**src/include/gpext_params.svh**
```systemverilog
`ifndef GPEXT_PARAMS_SVH
`define GPEXT_PARAMS_SVH
`define GPEXT_NPINS          8
`define GPEXT_ADDR_DATA      4'h0
`define GPEXT_ADDR_DIR       4'h1
`define GPEXT_ADDR_OPT       4'h2
`define GPEXT_ADDR_SENS      4'h3
`define GPEXT_ADDR_GROUP     4'h4
`define GPEXT_ADDR_TOD       4'h5
`define GPEXT_ADDR_PIN       4'h6
`define GPEXT_ADDR_PEND      4'h7
`define GPEXT_RST_DATA       8'h00
`define GPEXT_RST_DIR        8'h00
`define GPEXT_RST_OPT        8'h00
`define GPEXT_RST_SENS       8'h00
`define GPEXT_RST_GROUP      8'h00
`define GPEXT_RST_TOD        8'h00
`define GPEXT_UNMAPPED_READ  8'h00
`endif

```
**src/include/gpext_pkg.sv**
```systemverilog
package gpext_pkg;
  // sensitivity per interrupt group, two bits each
  typedef enum logic [1:0] {
    GPEXT_SENS_FALL_LOW = 2'b00,
    GPEXT_SENS_RISE     = 2'b01,
    GPEXT_SENS_FALL     = 2'b10,
    GPEXT_SENS_BOTH     = 2'b11
  } gpext_sens_t;

  typedef enum logic [1:0] {
    GPEXT_MODE_FLOAT_IN = 2'b00,
    GPEXT_MODE_PULL_IN  = 2'b01,
    GPEXT_MODE_OD_OUT   = 2'b10,
    GPEXT_MODE_PP_OUT   = 2'b11
  } gpext_mode_t;

  typedef struct packed {
    logic [3:0] addr;
    logic [7:0] wdata;
    logic       wr;
    logic       rd;
  } gpext_bus_t;

  typedef struct packed {
    logic [7:0] en;
    logic [7:0] out_val;
    logic [7:0] is_out;
    logic [7:0] pp;
  } gpext_alt_t;
endpackage

```
**src/verilog/gpext_port.sv**
```systemverilog
// Functional notes
// - eight pins, bit n controls pin n
// - input pin reads live pin level
// - data write on input leaves pin alone
// - output pin driven by latch, reads latch
// - 0 drives low; 1 high or float
// - option selects pull-up and interrupt enable
// - interrupt input raises request by group sensitivity
// - detect per pin, then OR per vector
// - request latch hidden, cleared on vector fetch
// - writing sensitivity bits clears pending request
// - interrupt needs interrupt mode and unmasked cpu
// - alternate output overrides pin registers except true open-drain; alternate input only blocks pull-up
// - alternate output forces output, peripheral type
// - alternate input: software keeps input mode
// - input mode reads alternate output value
// - output mode feeds alternate input from latch
// - low-power leaves pins; interrupts request wake
// - true open-drain pins ignore option bit
`timescale 1ns/1ps
`include "gpext_params.svh"
module gpext_port
  import gpext_pkg::*;
(
  input  wire logic              clk,
  input  wire logic              rst_n,
  input  wire gpext_bus_t        bus,
  output logic       [7:0]       rdata,
  input  wire logic  [7:0]       pin_in,
  output logic       [7:0]       pin_out,
  output logic       [7:0]       pin_oe,
  output logic       [7:0]       pin_pullup,
  input  wire gpext_alt_t        alt,
  output logic       [7:0]       alt_in,
  input  wire logic  [7:0]       int_capable,
  input  wire logic              cpu_int_mask,
  input  wire logic  [3:0]       vector_fetch,
  output logic       [3:0]       int_req,
  output logic                   wake_req
);

  logic [7:0] data_r;
  logic [7:0] dir_r;
  logic [7:0] opt_r;
  logic [7:0] sens_r;
  logic [7:0] group_r;
  logic [7:0] tod_r;
  logic [7:0] pin_s1_r;
  logic [7:0] pin_s2_r;
  logic [7:0] pin_prev_r;
  logic [3:0] pend_r;
  logic [3:0] pend_nxt;
  logic [7:0] pin_out_nxt;
  logic [7:0] pin_oe_nxt;
  logic [7:0] pull_nxt;
  logic [7:0] alt_in_nxt;
  logic [7:0] data_view;
  logic [7:0] pin_evt;
  logic [7:0] rdata_nxt;

  function automatic logic reg_hit(input gpext_bus_t b, input logic [3:0] a);
    reg_hit = b.wr && (b.addr == a);
  endfunction

  // register writes; all registers start at zero, every pin a floating input
  always_ff @(posedge clk) begin
    if (!rst_n) begin
      data_r  <= `GPEXT_RST_DATA;
      dir_r   <= `GPEXT_RST_DIR;
      opt_r   <= `GPEXT_RST_OPT;
      sens_r  <= `GPEXT_RST_SENS;
      group_r <= `GPEXT_RST_GROUP;
      tod_r   <= `GPEXT_RST_TOD;
    end else begin
      // latch written whatever the direction; pins only see it on output
      if (reg_hit(bus, `GPEXT_ADDR_DATA)) data_r <= bus.wdata;
      if (reg_hit(bus, `GPEXT_ADDR_DIR)) dir_r <= bus.wdata;
      if (reg_hit(bus, `GPEXT_ADDR_OPT)) opt_r <= bus.wdata;
      if (reg_hit(bus, `GPEXT_ADDR_SENS)) sens_r <= bus.wdata;
      if (reg_hit(bus, `GPEXT_ADDR_GROUP)) group_r <= bus.wdata;
      if (reg_hit(bus, `GPEXT_ADDR_TOD)) tod_r <= bus.wdata;
    end
  end

  // pins come from outside the clock domain
  always_ff @(posedge clk) begin
    if (!rst_n) begin
      pin_s1_r   <= 8'h00;
      pin_s2_r   <= 8'h00;
      pin_prev_r <= 8'h00;
    end else begin
      pin_s1_r   <= pin_in;
      pin_s2_r   <= pin_s1_r;
      pin_prev_r <= pin_s2_r;
    end
  end

  // pad control, one slice per pin
  genvar gi;
  generate
    for (gi = 0; gi < `GPEXT_NPINS; gi = gi + 1) begin : g_pin
      always_comb begin
        pin_out_nxt[gi] = 1'b0;
        pin_oe_nxt[gi]  = 1'b0;
        pull_nxt[gi]    = 1'b0;
        alt_in_nxt[gi]  = pin_s2_r[gi];
        data_view[gi]   = pin_s2_r[gi];
        if (alt.en[gi] && alt.is_out[gi]) begin
          // peripheral output takes the pad over
          pin_out_nxt[gi] = 1'b0;
          pin_oe_nxt[gi]  = !alt.out_val[gi] || (alt.pp[gi] && !tod_r[gi]);
          if (!dir_r[gi]) data_view[gi] = alt.out_val[gi];
          if (alt.out_val[gi]) pin_out_nxt[gi] = 1'b1;
        end else if (dir_r[gi]) begin
          pin_out_nxt[gi] = data_r[gi];
          // open-drain releases a high; true open-drain pins never drive high
          pin_oe_nxt[gi]  = !data_r[gi] || (opt_r[gi] && !tod_r[gi]);
          data_view[gi]   = data_r[gi];
          alt_in_nxt[gi]  = data_r[gi];
        end else begin
          pull_nxt[gi] = opt_r[gi] && !tod_r[gi] && !alt.en[gi];
        end
      end
    end
  endgenerate

  // event detection per pin, sensitivity from the pin's group
  generate
    for (gi = 0; gi < `GPEXT_NPINS; gi = gi + 1) begin : g_evt
      logic [1:0] grp;
      logic [1:0] sel;
      logic       rise;
      logic       fall;
      logic       armed;
      always_comb begin
        grp   = group_r[2*(gi%4) +: 2];
        sel   = sens_r[2*grp +: 2];
        rise  = pin_s2_r[gi] && !pin_prev_r[gi];
        fall  = !pin_s2_r[gi] && pin_prev_r[gi];
        // only interrupt-capable pins set to input with option bit arm
        armed = int_capable[gi] && !dir_r[gi] && opt_r[gi] && !tod_r[gi];
        case (gpext_sens_t'(sel))
          GPEXT_SENS_FALL_LOW: pin_evt[gi] = armed && !pin_s2_r[gi];
          GPEXT_SENS_RISE:     pin_evt[gi] = armed && rise;
          GPEXT_SENS_FALL:     pin_evt[gi] = armed && fall;
          GPEXT_SENS_BOTH:     pin_evt[gi] = armed && (rise || fall);
          default:             pin_evt[gi] = 1'b0;
        endcase
      end
    end
  endgenerate

  // group index in group_r is only two bits, so groups index vectors 0..3
  always_comb begin
    pend_nxt = pend_r;
    for (int v = 0; v < 4; v++) begin
      logic hit;
      hit = 1'b0;
      for (int p = 0; p < `GPEXT_NPINS; p++) begin
        if (group_r[2*(p%4) +: 2] == 2'(v)) hit = hit | pin_evt[p];
      end
      if (vector_fetch[v]) pend_nxt[v] = 1'b0;
      // a sensitivity write cancels what is pending
      if (reg_hit(bus, `GPEXT_ADDR_SENS)) pend_nxt[v] = 1'b0;
      // a new event in the clearing cycle still wins
      if (hit) pend_nxt[v] = 1'b1;
    end
  end

  always_ff @(posedge clk) begin
    if (!rst_n) begin
      pend_r <= 4'h0;
    end else begin
      pend_r <= pend_nxt;
    end
  end

  // pad outputs registered; not touched by any low-power state
  always_ff @(posedge clk) begin
    if (!rst_n) begin
      pin_out    <= 8'h00;
      pin_oe     <= 8'h00;
      pin_pullup <= 8'h00;
      alt_in     <= 8'h00;
      int_req    <= 4'h0;
      wake_req   <= 1'b0;
    end else begin
      pin_out    <= pin_out_nxt;
      pin_oe     <= pin_oe_nxt;
      pin_pullup <= pull_nxt;
      alt_in     <= alt_in_nxt;
      int_req    <= pend_nxt & {4{!cpu_int_mask}};
      // wake is raised even when masked: low-power entry clears the mask anyway
      wake_req   <= |pend_nxt;
    end
  end

  always_comb begin
    case (bus.addr)
      `GPEXT_ADDR_DATA:  rdata_nxt = data_view;
      `GPEXT_ADDR_DIR:   rdata_nxt = dir_r;
      `GPEXT_ADDR_OPT:   rdata_nxt = opt_r;
      `GPEXT_ADDR_SENS:  rdata_nxt = sens_r;
      `GPEXT_ADDR_GROUP: rdata_nxt = group_r;
      `GPEXT_ADDR_TOD:   rdata_nxt = tod_r;
      `GPEXT_ADDR_PIN:   rdata_nxt = pin_s2_r;
      default:           rdata_nxt = `GPEXT_UNMAPPED_READ;
    endcase
  end

  always_ff @(posedge clk) begin
    if (!rst_n) begin
      rdata <= 8'h00;
    end else if (bus.rd) begin
      rdata <= rdata_nxt;
    end else begin
      rdata <= 8'h00;
    end
  end

endmodule

```
**config.mk**
```make
export PLATFORM = sky130hd
export DESIGN_NAME = gpext_port
export DESIGN_NICKNAME = d
export VERILOG_FILES = /design/src/include/gpext_pkg.sv /design/src/verilog/gpext_port.sv
export VERILOG_INCLUDE_DIRS = /design/src /design/src/include
export SDC_FILE = /design/constraint.sdc
export NUM_CORES = 1
export LEC_CHECK = 0
export BUFFER_PORTS_ARGS = -buffer_cell sky130_fd_sc_hd__buf_4
export CAP_MARGIN = 20
export CORE_UTILIZATION = 50
export CTS_BUF_LIST = sky130_fd_sc_hd__clkbuf_4 sky130_fd_sc_hd__clkbuf_8 sky130_fd_sc_hd__clkbuf_16
export CTS_CLUSTER_DIAMETER = 80
export DETAILED_ROUTE_END_ITERATION = 12
export GPL_ROUTABILITY_DRIVEN = 1
export HOLD_SLACK_MARGIN = 0.03
export PLACE_DENSITY = 0.82
export SLEW_MARGIN = 20
export SYNTH_ARGS = -nofsm -noshare
export SYNTH_HDL_FRONTEND = slang
export SYNTH_SLANG_ARGS = --single-unit
```
**constraint.sdc**
```tcl
create_clock -name clk -period 2.1 [get_ports clk]
set_input_delay 0.42 -clock clk [delete_from_list [all_inputs] [get_ports clk]]
set_output_delay 0.42 -clock clk [all_outputs]
set_load 0.05 [all_outputs]
```
# Yosys cells after proc, flatten, opt, wreduce, memory -nomap -nowiden
# Index checks and enable logic that the tools add are counted.
[classes]
add_sub_neg = 0
multipliers = 0
n_div = 0
order_cmp = 0
n_eq_ne = 30
shifts = 4
muxes = 125
n_bitwise = 30
reduce_logical = 210
[op_table]
columns = ["operator", "count"]
rows = [
  ["two-way mux 1 bit", 116],
  ["logical AND 1 bit", 110],
  ["zero test 1 bit", 57],
  ["case mux 8 bit (7 select lines)", 1],
  ["== test 2 bit (second input constant)", 16],
  ["case mux 1 bit (4 select lines)", 8],
  ["variable part select 8 x 4 -> 2 bit", 4],
  ["bitwise OR 1 bit", 28],
  ["logical OR 1 bit", 24],
  ["OR reduction 3 bit", 8],
  ["== test 2 x 1 -> 1 bit (second input constant)", 8],
  ["zero test 2 bit", 8],
  ["== test 4 x 3 -> 1 bit (second input constant)", 3],
  ["== test 4 x 2 -> 1 bit (second input constant)", 2],
  ["AND 4 bit", 1],
  ["== test 4 x 1 -> 1 bit (second input constant)", 1],
  ["zero test 4 bit", 1],
  ["OR reduction 4 bit", 1],
  ["AND reduction 2 bit", 1],
  ["NOT 1 bit", 1],
]
[word_totals]
regBits = 121
latchBits = 0
ram_bits = 0
mem_bits_ro = 0
in_bits = 69
out_inout_bits = 45
elab_cells = 423
n_memories = 0

# Depth between registers and ports, before layout
[depth]
ltp_word = 23
depth_mapped = 9
depth_no_buf = 9

# Worst setup path before layout
# No wires, ideal clock.
[synth_timing]
path_type = "register to register"
startpoint = "reg group_r[6]"
endpoint = "reg wake_req"
t_arrival_ns = 2.021
t_required_ns = 1.958
setup_slack_ns = -0.063
path_stages_with_launch = 9
n_path_buf = 1
period_less_slack_ns = 2.163
path_cell_list = "dfxtp_1 buf_6 mux4_2 mux2i_1 mux2i_1 a22oi_4 o21ai_2 nor4_2 a41oi_1"
[synth_between]
elab_chain_len = 15
word_cells_on_any_way = 56
classes_between = "eq/ne (6); shift (1); mux (26); bitwise (20); reduce/logical (3)"
[synth_lines]
columns = ["item", "line_no", "source"]
rows = [
  ["from (decl)", "gpext_port.sv:46", "logic [7:0] group_r;"],
  ["from (signal assigned)", "gpext_port.sv:72", "group_r <= `GPEXT_RST_GROUP;"],
  ["from (signal assigned)", "gpext_port.sv:80", "if (reg_hit(bus, `GPEXT_ADDR_GROUP)) group_r <= bus.wdata;"],
  ["variable part select 8 x 4 -> 2 bit", "gpext_port.sv:137", "sel = sens_r[2*grp +: 2];"],
  ["== test 2 bit (tied with other cells)", "gpext_port.sv:142", "case (gpext_sens_t'(sel))"],
  ["case mux 1 bit (4 select lines)", "gpext_port.sv:142", ""],
  ["bitwise OR 1 bit", "gpext_port.sv:160", "if (group_r[2*(p%4) +: 2] == 2'(v)) hit = hit | pin_evt[p];"],
  ["two-way mux 1 bit", "gpext_port.sv:160", ""],
  ["bitwise OR 1 bit", "gpext_port.sv:160", ""],
  ["two-way mux 1 bit", "gpext_port.sv:160", ""],
  ["bitwise OR 1 bit", "gpext_port.sv:160", ""],
  ["two-way mux 1 bit", "gpext_port.sv:160", ""],
  ["bitwise OR 1 bit", "gpext_port.sv:160", ""],
  ["two-way mux 1 bit", "gpext_port.sv:160", ""],
  ["bitwise OR 1 bit", "gpext_port.sv:160", ""],
  ["two-way mux 1 bit", "gpext_port.sv:160", ""],
  ["two-way mux 1 bit", "gpext_port.sv:166", "if (hit) pend_nxt[v] = 1'b1;"],
  ["OR reduction 4 bit *", "gpext_port.sv:194", "wake_req <= |pend_nxt;"],
  ["to (signal assigned)", "gpext_port.sv:194", ""],
  ["to (decl)", "gpext_port.sv:39", "output logic wake_req"],
]
# Mark *: on every way between the ends. The rest lies on a longest branch, timed or not.
# A chain may end at the register's enable or synchronous reset.

# Worst setup path in the final report
[layout_timing]
startpoint = "reg group_r[2]"
endpoint = "reg wake_req"
[layout_between]
elab_chain_len = 19
word_cells_on_any_way = 72
classes_between = "eq/ne (6); shift (1); mux (34); bitwise (28); reduce/logical (3)"
[layout_lines]
columns = ["item", "line_no"]
rows = [
  ["variable part select 8 x 4 -> 2 bit", "gpext_port.sv:137"],
  ["== test 2 bit (tied with other cells)", "gpext_port.sv:142"],
  ["case mux 1 bit (4 select lines)", "gpext_port.sv:142"],
  ["bitwise OR 1 bit", "gpext_port.sv:160"],
  ["two-way mux 1 bit", "gpext_port.sv:160"],
  ["bitwise OR 1 bit", "gpext_port.sv:160"],
  ["two-way mux 1 bit", "gpext_port.sv:160"],
  ["bitwise OR 1 bit", "gpext_port.sv:160"],
  ["[3 not listed]", "n/a"],
  ["bitwise OR 1 bit", "gpext_port.sv:160"],
  ["two-way mux 1 bit", "gpext_port.sv:160"],
  ["bitwise OR 1 bit", "gpext_port.sv:160"],
  ["two-way mux 1 bit", "gpext_port.sv:160"],
  ["bitwise OR 1 bit", "gpext_port.sv:160"],
  ["two-way mux 1 bit", "gpext_port.sv:160"],
  ["two-way mux 1 bit", "gpext_port.sv:166"],
  ["OR reduction 4 bit *", "gpext_port.sv:194"],
]
# Marked as above.

==> out/results.ini <==
[setup_path]
critPathKind=reg2reg
worst-r2r-setup-slack_ps=-180
crit_end=wake_req
rr_endpoint=wake_req
cp_max_fo=4
cp.required_ps=2380
path_cells=mux4_2 -> mux2i_1 -> mux2i_1 -> a22oi_2 -> o32ai_1 -> a211oi_2 -> a41oi_1
slowest_stage=mux4_2
reg2reg_from=group_r[2]
rr_worst_depth=7
cp.depth=7
startpoint=group_r[2]
cp.arrival_ps=2560
startpoint_type=flop
critPathMaxStageDelay_ps=590
worst_setup_path_end_kind=flop
cp_num_buf_inv=0
path_common_cell=mux2i_1
cpLargestDelayFamily=compound AO/OA/AOI/OAI gates

[grt]
grt_antenna_before_repair=0
grt_pass1_wl_um=26500
grt_start_max_net_pins=48
grt_pass1_vias=5422
grt-ovfl-total=0
track_usage=0.297

[clock_network]
root_buffer=clkbuf_16
cts_tree=done
clk-insertion-delay-late_ps=420
clock_path_buffers=2
cts_setup_buffers=0
cts.sink_count=121
clk_pin_slew_ps=50
htree_levels=4
cts_hold_buf=0
cts_inserted_buffers=17

[sta]
drv_slew=0
fin_crit_sh=1.09
worst-slew-pin-transition_ps=646
hold_viol=0
clock_skew_ps=10.1
setup_viol=9
fmax_mhz=438
fin_ws_ps=-185
relSlewSlack=0.567
rsz0062_at_grt=yes
post-route-min-period_ps=2280

[route]
vias=5650
wirelength_um=17300
ant_nets=0
drt_iter0_drc=557
wl_per_cell_um=17.8
drc=0
viasPerCell=5.84
drt-pass1-iter-count=5

[floorplanning]
dieArea_mm2=0.0119
io_pins=114
fp-row-count=38
fp.dieH_um=109
core_mm2=0.0110
die-width_um=109
start_util=0.521

[pwr]
clkPwrFrac=0.499
p_per_area_mw_per_mm2=765
p_comb_frac=0.096
power.switching_mw=1.37
ir_drop_uv=415
p_leak_nw=3.09
seq_power_share=0.405
swShare=0.234
p_int_mw=4.49

[synth]
yosysWarnings=0
yosysMostFrequentCell=dfxtp_1
yosysTopAreaCell=dfxtp_1
synth_area_mm2=0.00575
synth_common_cells=121 x dfxtp_1, 111 x nand2_1, 59 x a21oi_1, 46 x mux2i_1, 44 x nor2_1
syn_nets=761
syn_area_per_cell_um2=8.51
ys_types=46
postSynthCellCount=676
yosysSeqAreaShare=0.421
synth_top_area_frac=0.421
synth.area.top_cells=dfxtp_1 42%, mux2i_1 8.0%, nand2_1 7.2%, a21oi_1 5.1%, nand3_1 3.7%
ys_seq_elements=121
synth_edf_count=0
synth-main-ff-cell=dfxtp_1
async_flop_share=0

[finish]
syn_to_final_growth_pct=33.4
antenna_cells=0
fill_cells=842
post-route-util=0.695
stdcell_count=968
multiInputGateArea_mm2=0.00305
final_nets=900
seqCellArea_mm2=0.00243
drive_gt1_frac=0.279

[placed_design]
gp_congestion=0.967
dp_cells=936
io_buffer_count=113
place_hpwl_um=11900

[run_status]
status=finished, violations left
violations=setup timing

[hold_path]
hold_path_class=in2reg

[run]
max_cap_violations=0

[worst min-delay path by stage]
| stage | startpoint | slack [ps] | depth (start not counted) | endpoint |
|---|---|---|---|---|
| 6_report | alt[26] | 180 | 2 | pin_pullup[2] |
| 4_1_cts | alt[26] | 170 | 2 | pin_pullup[2] |
| 5_1_grt | alt[25] | 190 | 2 | pin_pullup[1] |
| 2_1_floorplan | pin_s1_r[0] | 410 | 1 | pin_s2_r[0] |
| 3_3_place_gp | pin_s1_r[1] | 420 | 1 | pin_s2_r[1] |
| 3_5_place_dp | pin_s1_r[1] | 420 | 1 | pin_s2_r[1] |
[worst reg2reg max path: cells and delay by family (launching register included)]
kind,cells,cell delay [ps]
mux,3,900
compound gates,4,910
flops,1,340
[placed cells by master, fill, tap and decap left out, types with 9 or more instances in the layout]
cell type / netlist / routed
ha_1: 16 / 16
nor2_1: 44 / 41
and2_1: 16 / 16
dfxtp_1: 121 / 116
inv_1: 41 / 40
mux2i_1: 46 / 46
clkbuf_16: 0 / 17
a21oi_1: 59 / 59
a221oi_1: 9 / 9
nand2_1: 111 / 111
a22oi_1: 15 / 15
nand3_1: 42 / 42
nor3b_1: 12 / 10
buf_4: 0 / 163
[per-layer routing]
layer | up-vias | wire, um | track usage
met5 | - | 0 | 0
met4 | 0 | 678 | 0.159
met2 | 303 | 8220 | 0.496
li1 | 2630 | - | -
met1 | 2653 | 6850 | 0.351
met3 | 64 | 1500 | 0.0717
[metrics by stage]
step	worst slack (ps)	hold slack, ps	instance area (um^2)	setup TNS (ps)	power (mW)
after floorplan	-27.4	412	5750	-27.4	2.70
after global placement	-59.4	417	7010	-343	2.95
after detailed placement	-159	422	7010	-973	2.97
after CTS	-155	172	7640	-818	5.87
after global routing	-250	186	7670	-1940	6.02
final	-185	184	7670	-1070	5.86
[what timing repair did]
item / in CTS / in global routing
cloned: 0 / 0
hold endpoints to repair: 0 / 0
endpoints found under the setup margin: 9 / 9
gates resized for setup: 7 / 8
pin swaps: 6 / 6
[power by group through the flow]
stage	clock (mW)	combinational, mW	sequential (mW)
floorplan	0	0.224	2.48
global placement	0	0.535	2.42
detailed placement	0	0.546	2.42
CTS	2.95	0.551	2.37
global route	3.04	0.597	2.38
finish	2.93	0.561	2.37
[layout make-up]
| type | instances | share of cell area |
|---|---|---|
| multi-input combinational | 469 | 0.397 |
| sequential | 121 | 0.317 |
| timing repair buffer | 165 | 0.165 |
| clock buffer | 25 | 0.0666 |
| tap | 140 | 0.0228 |
| inverter | 41 | 0.0201 |
| clock inverter | 7 | 0.0117 |
[logic make-up after synthesis]
group | Yosys count | synth area share
DFF | 121 | 0.421
buffers and inverters | 86 | 0.0596
AOI/OAI and AO/OA | 128 | 0.149
and+or+nand+nor | 269 | 0.220
adders and majority gates | 16 | 0.0348
muxes | 56 | 0.115
(Power assumes the default switching activity.)
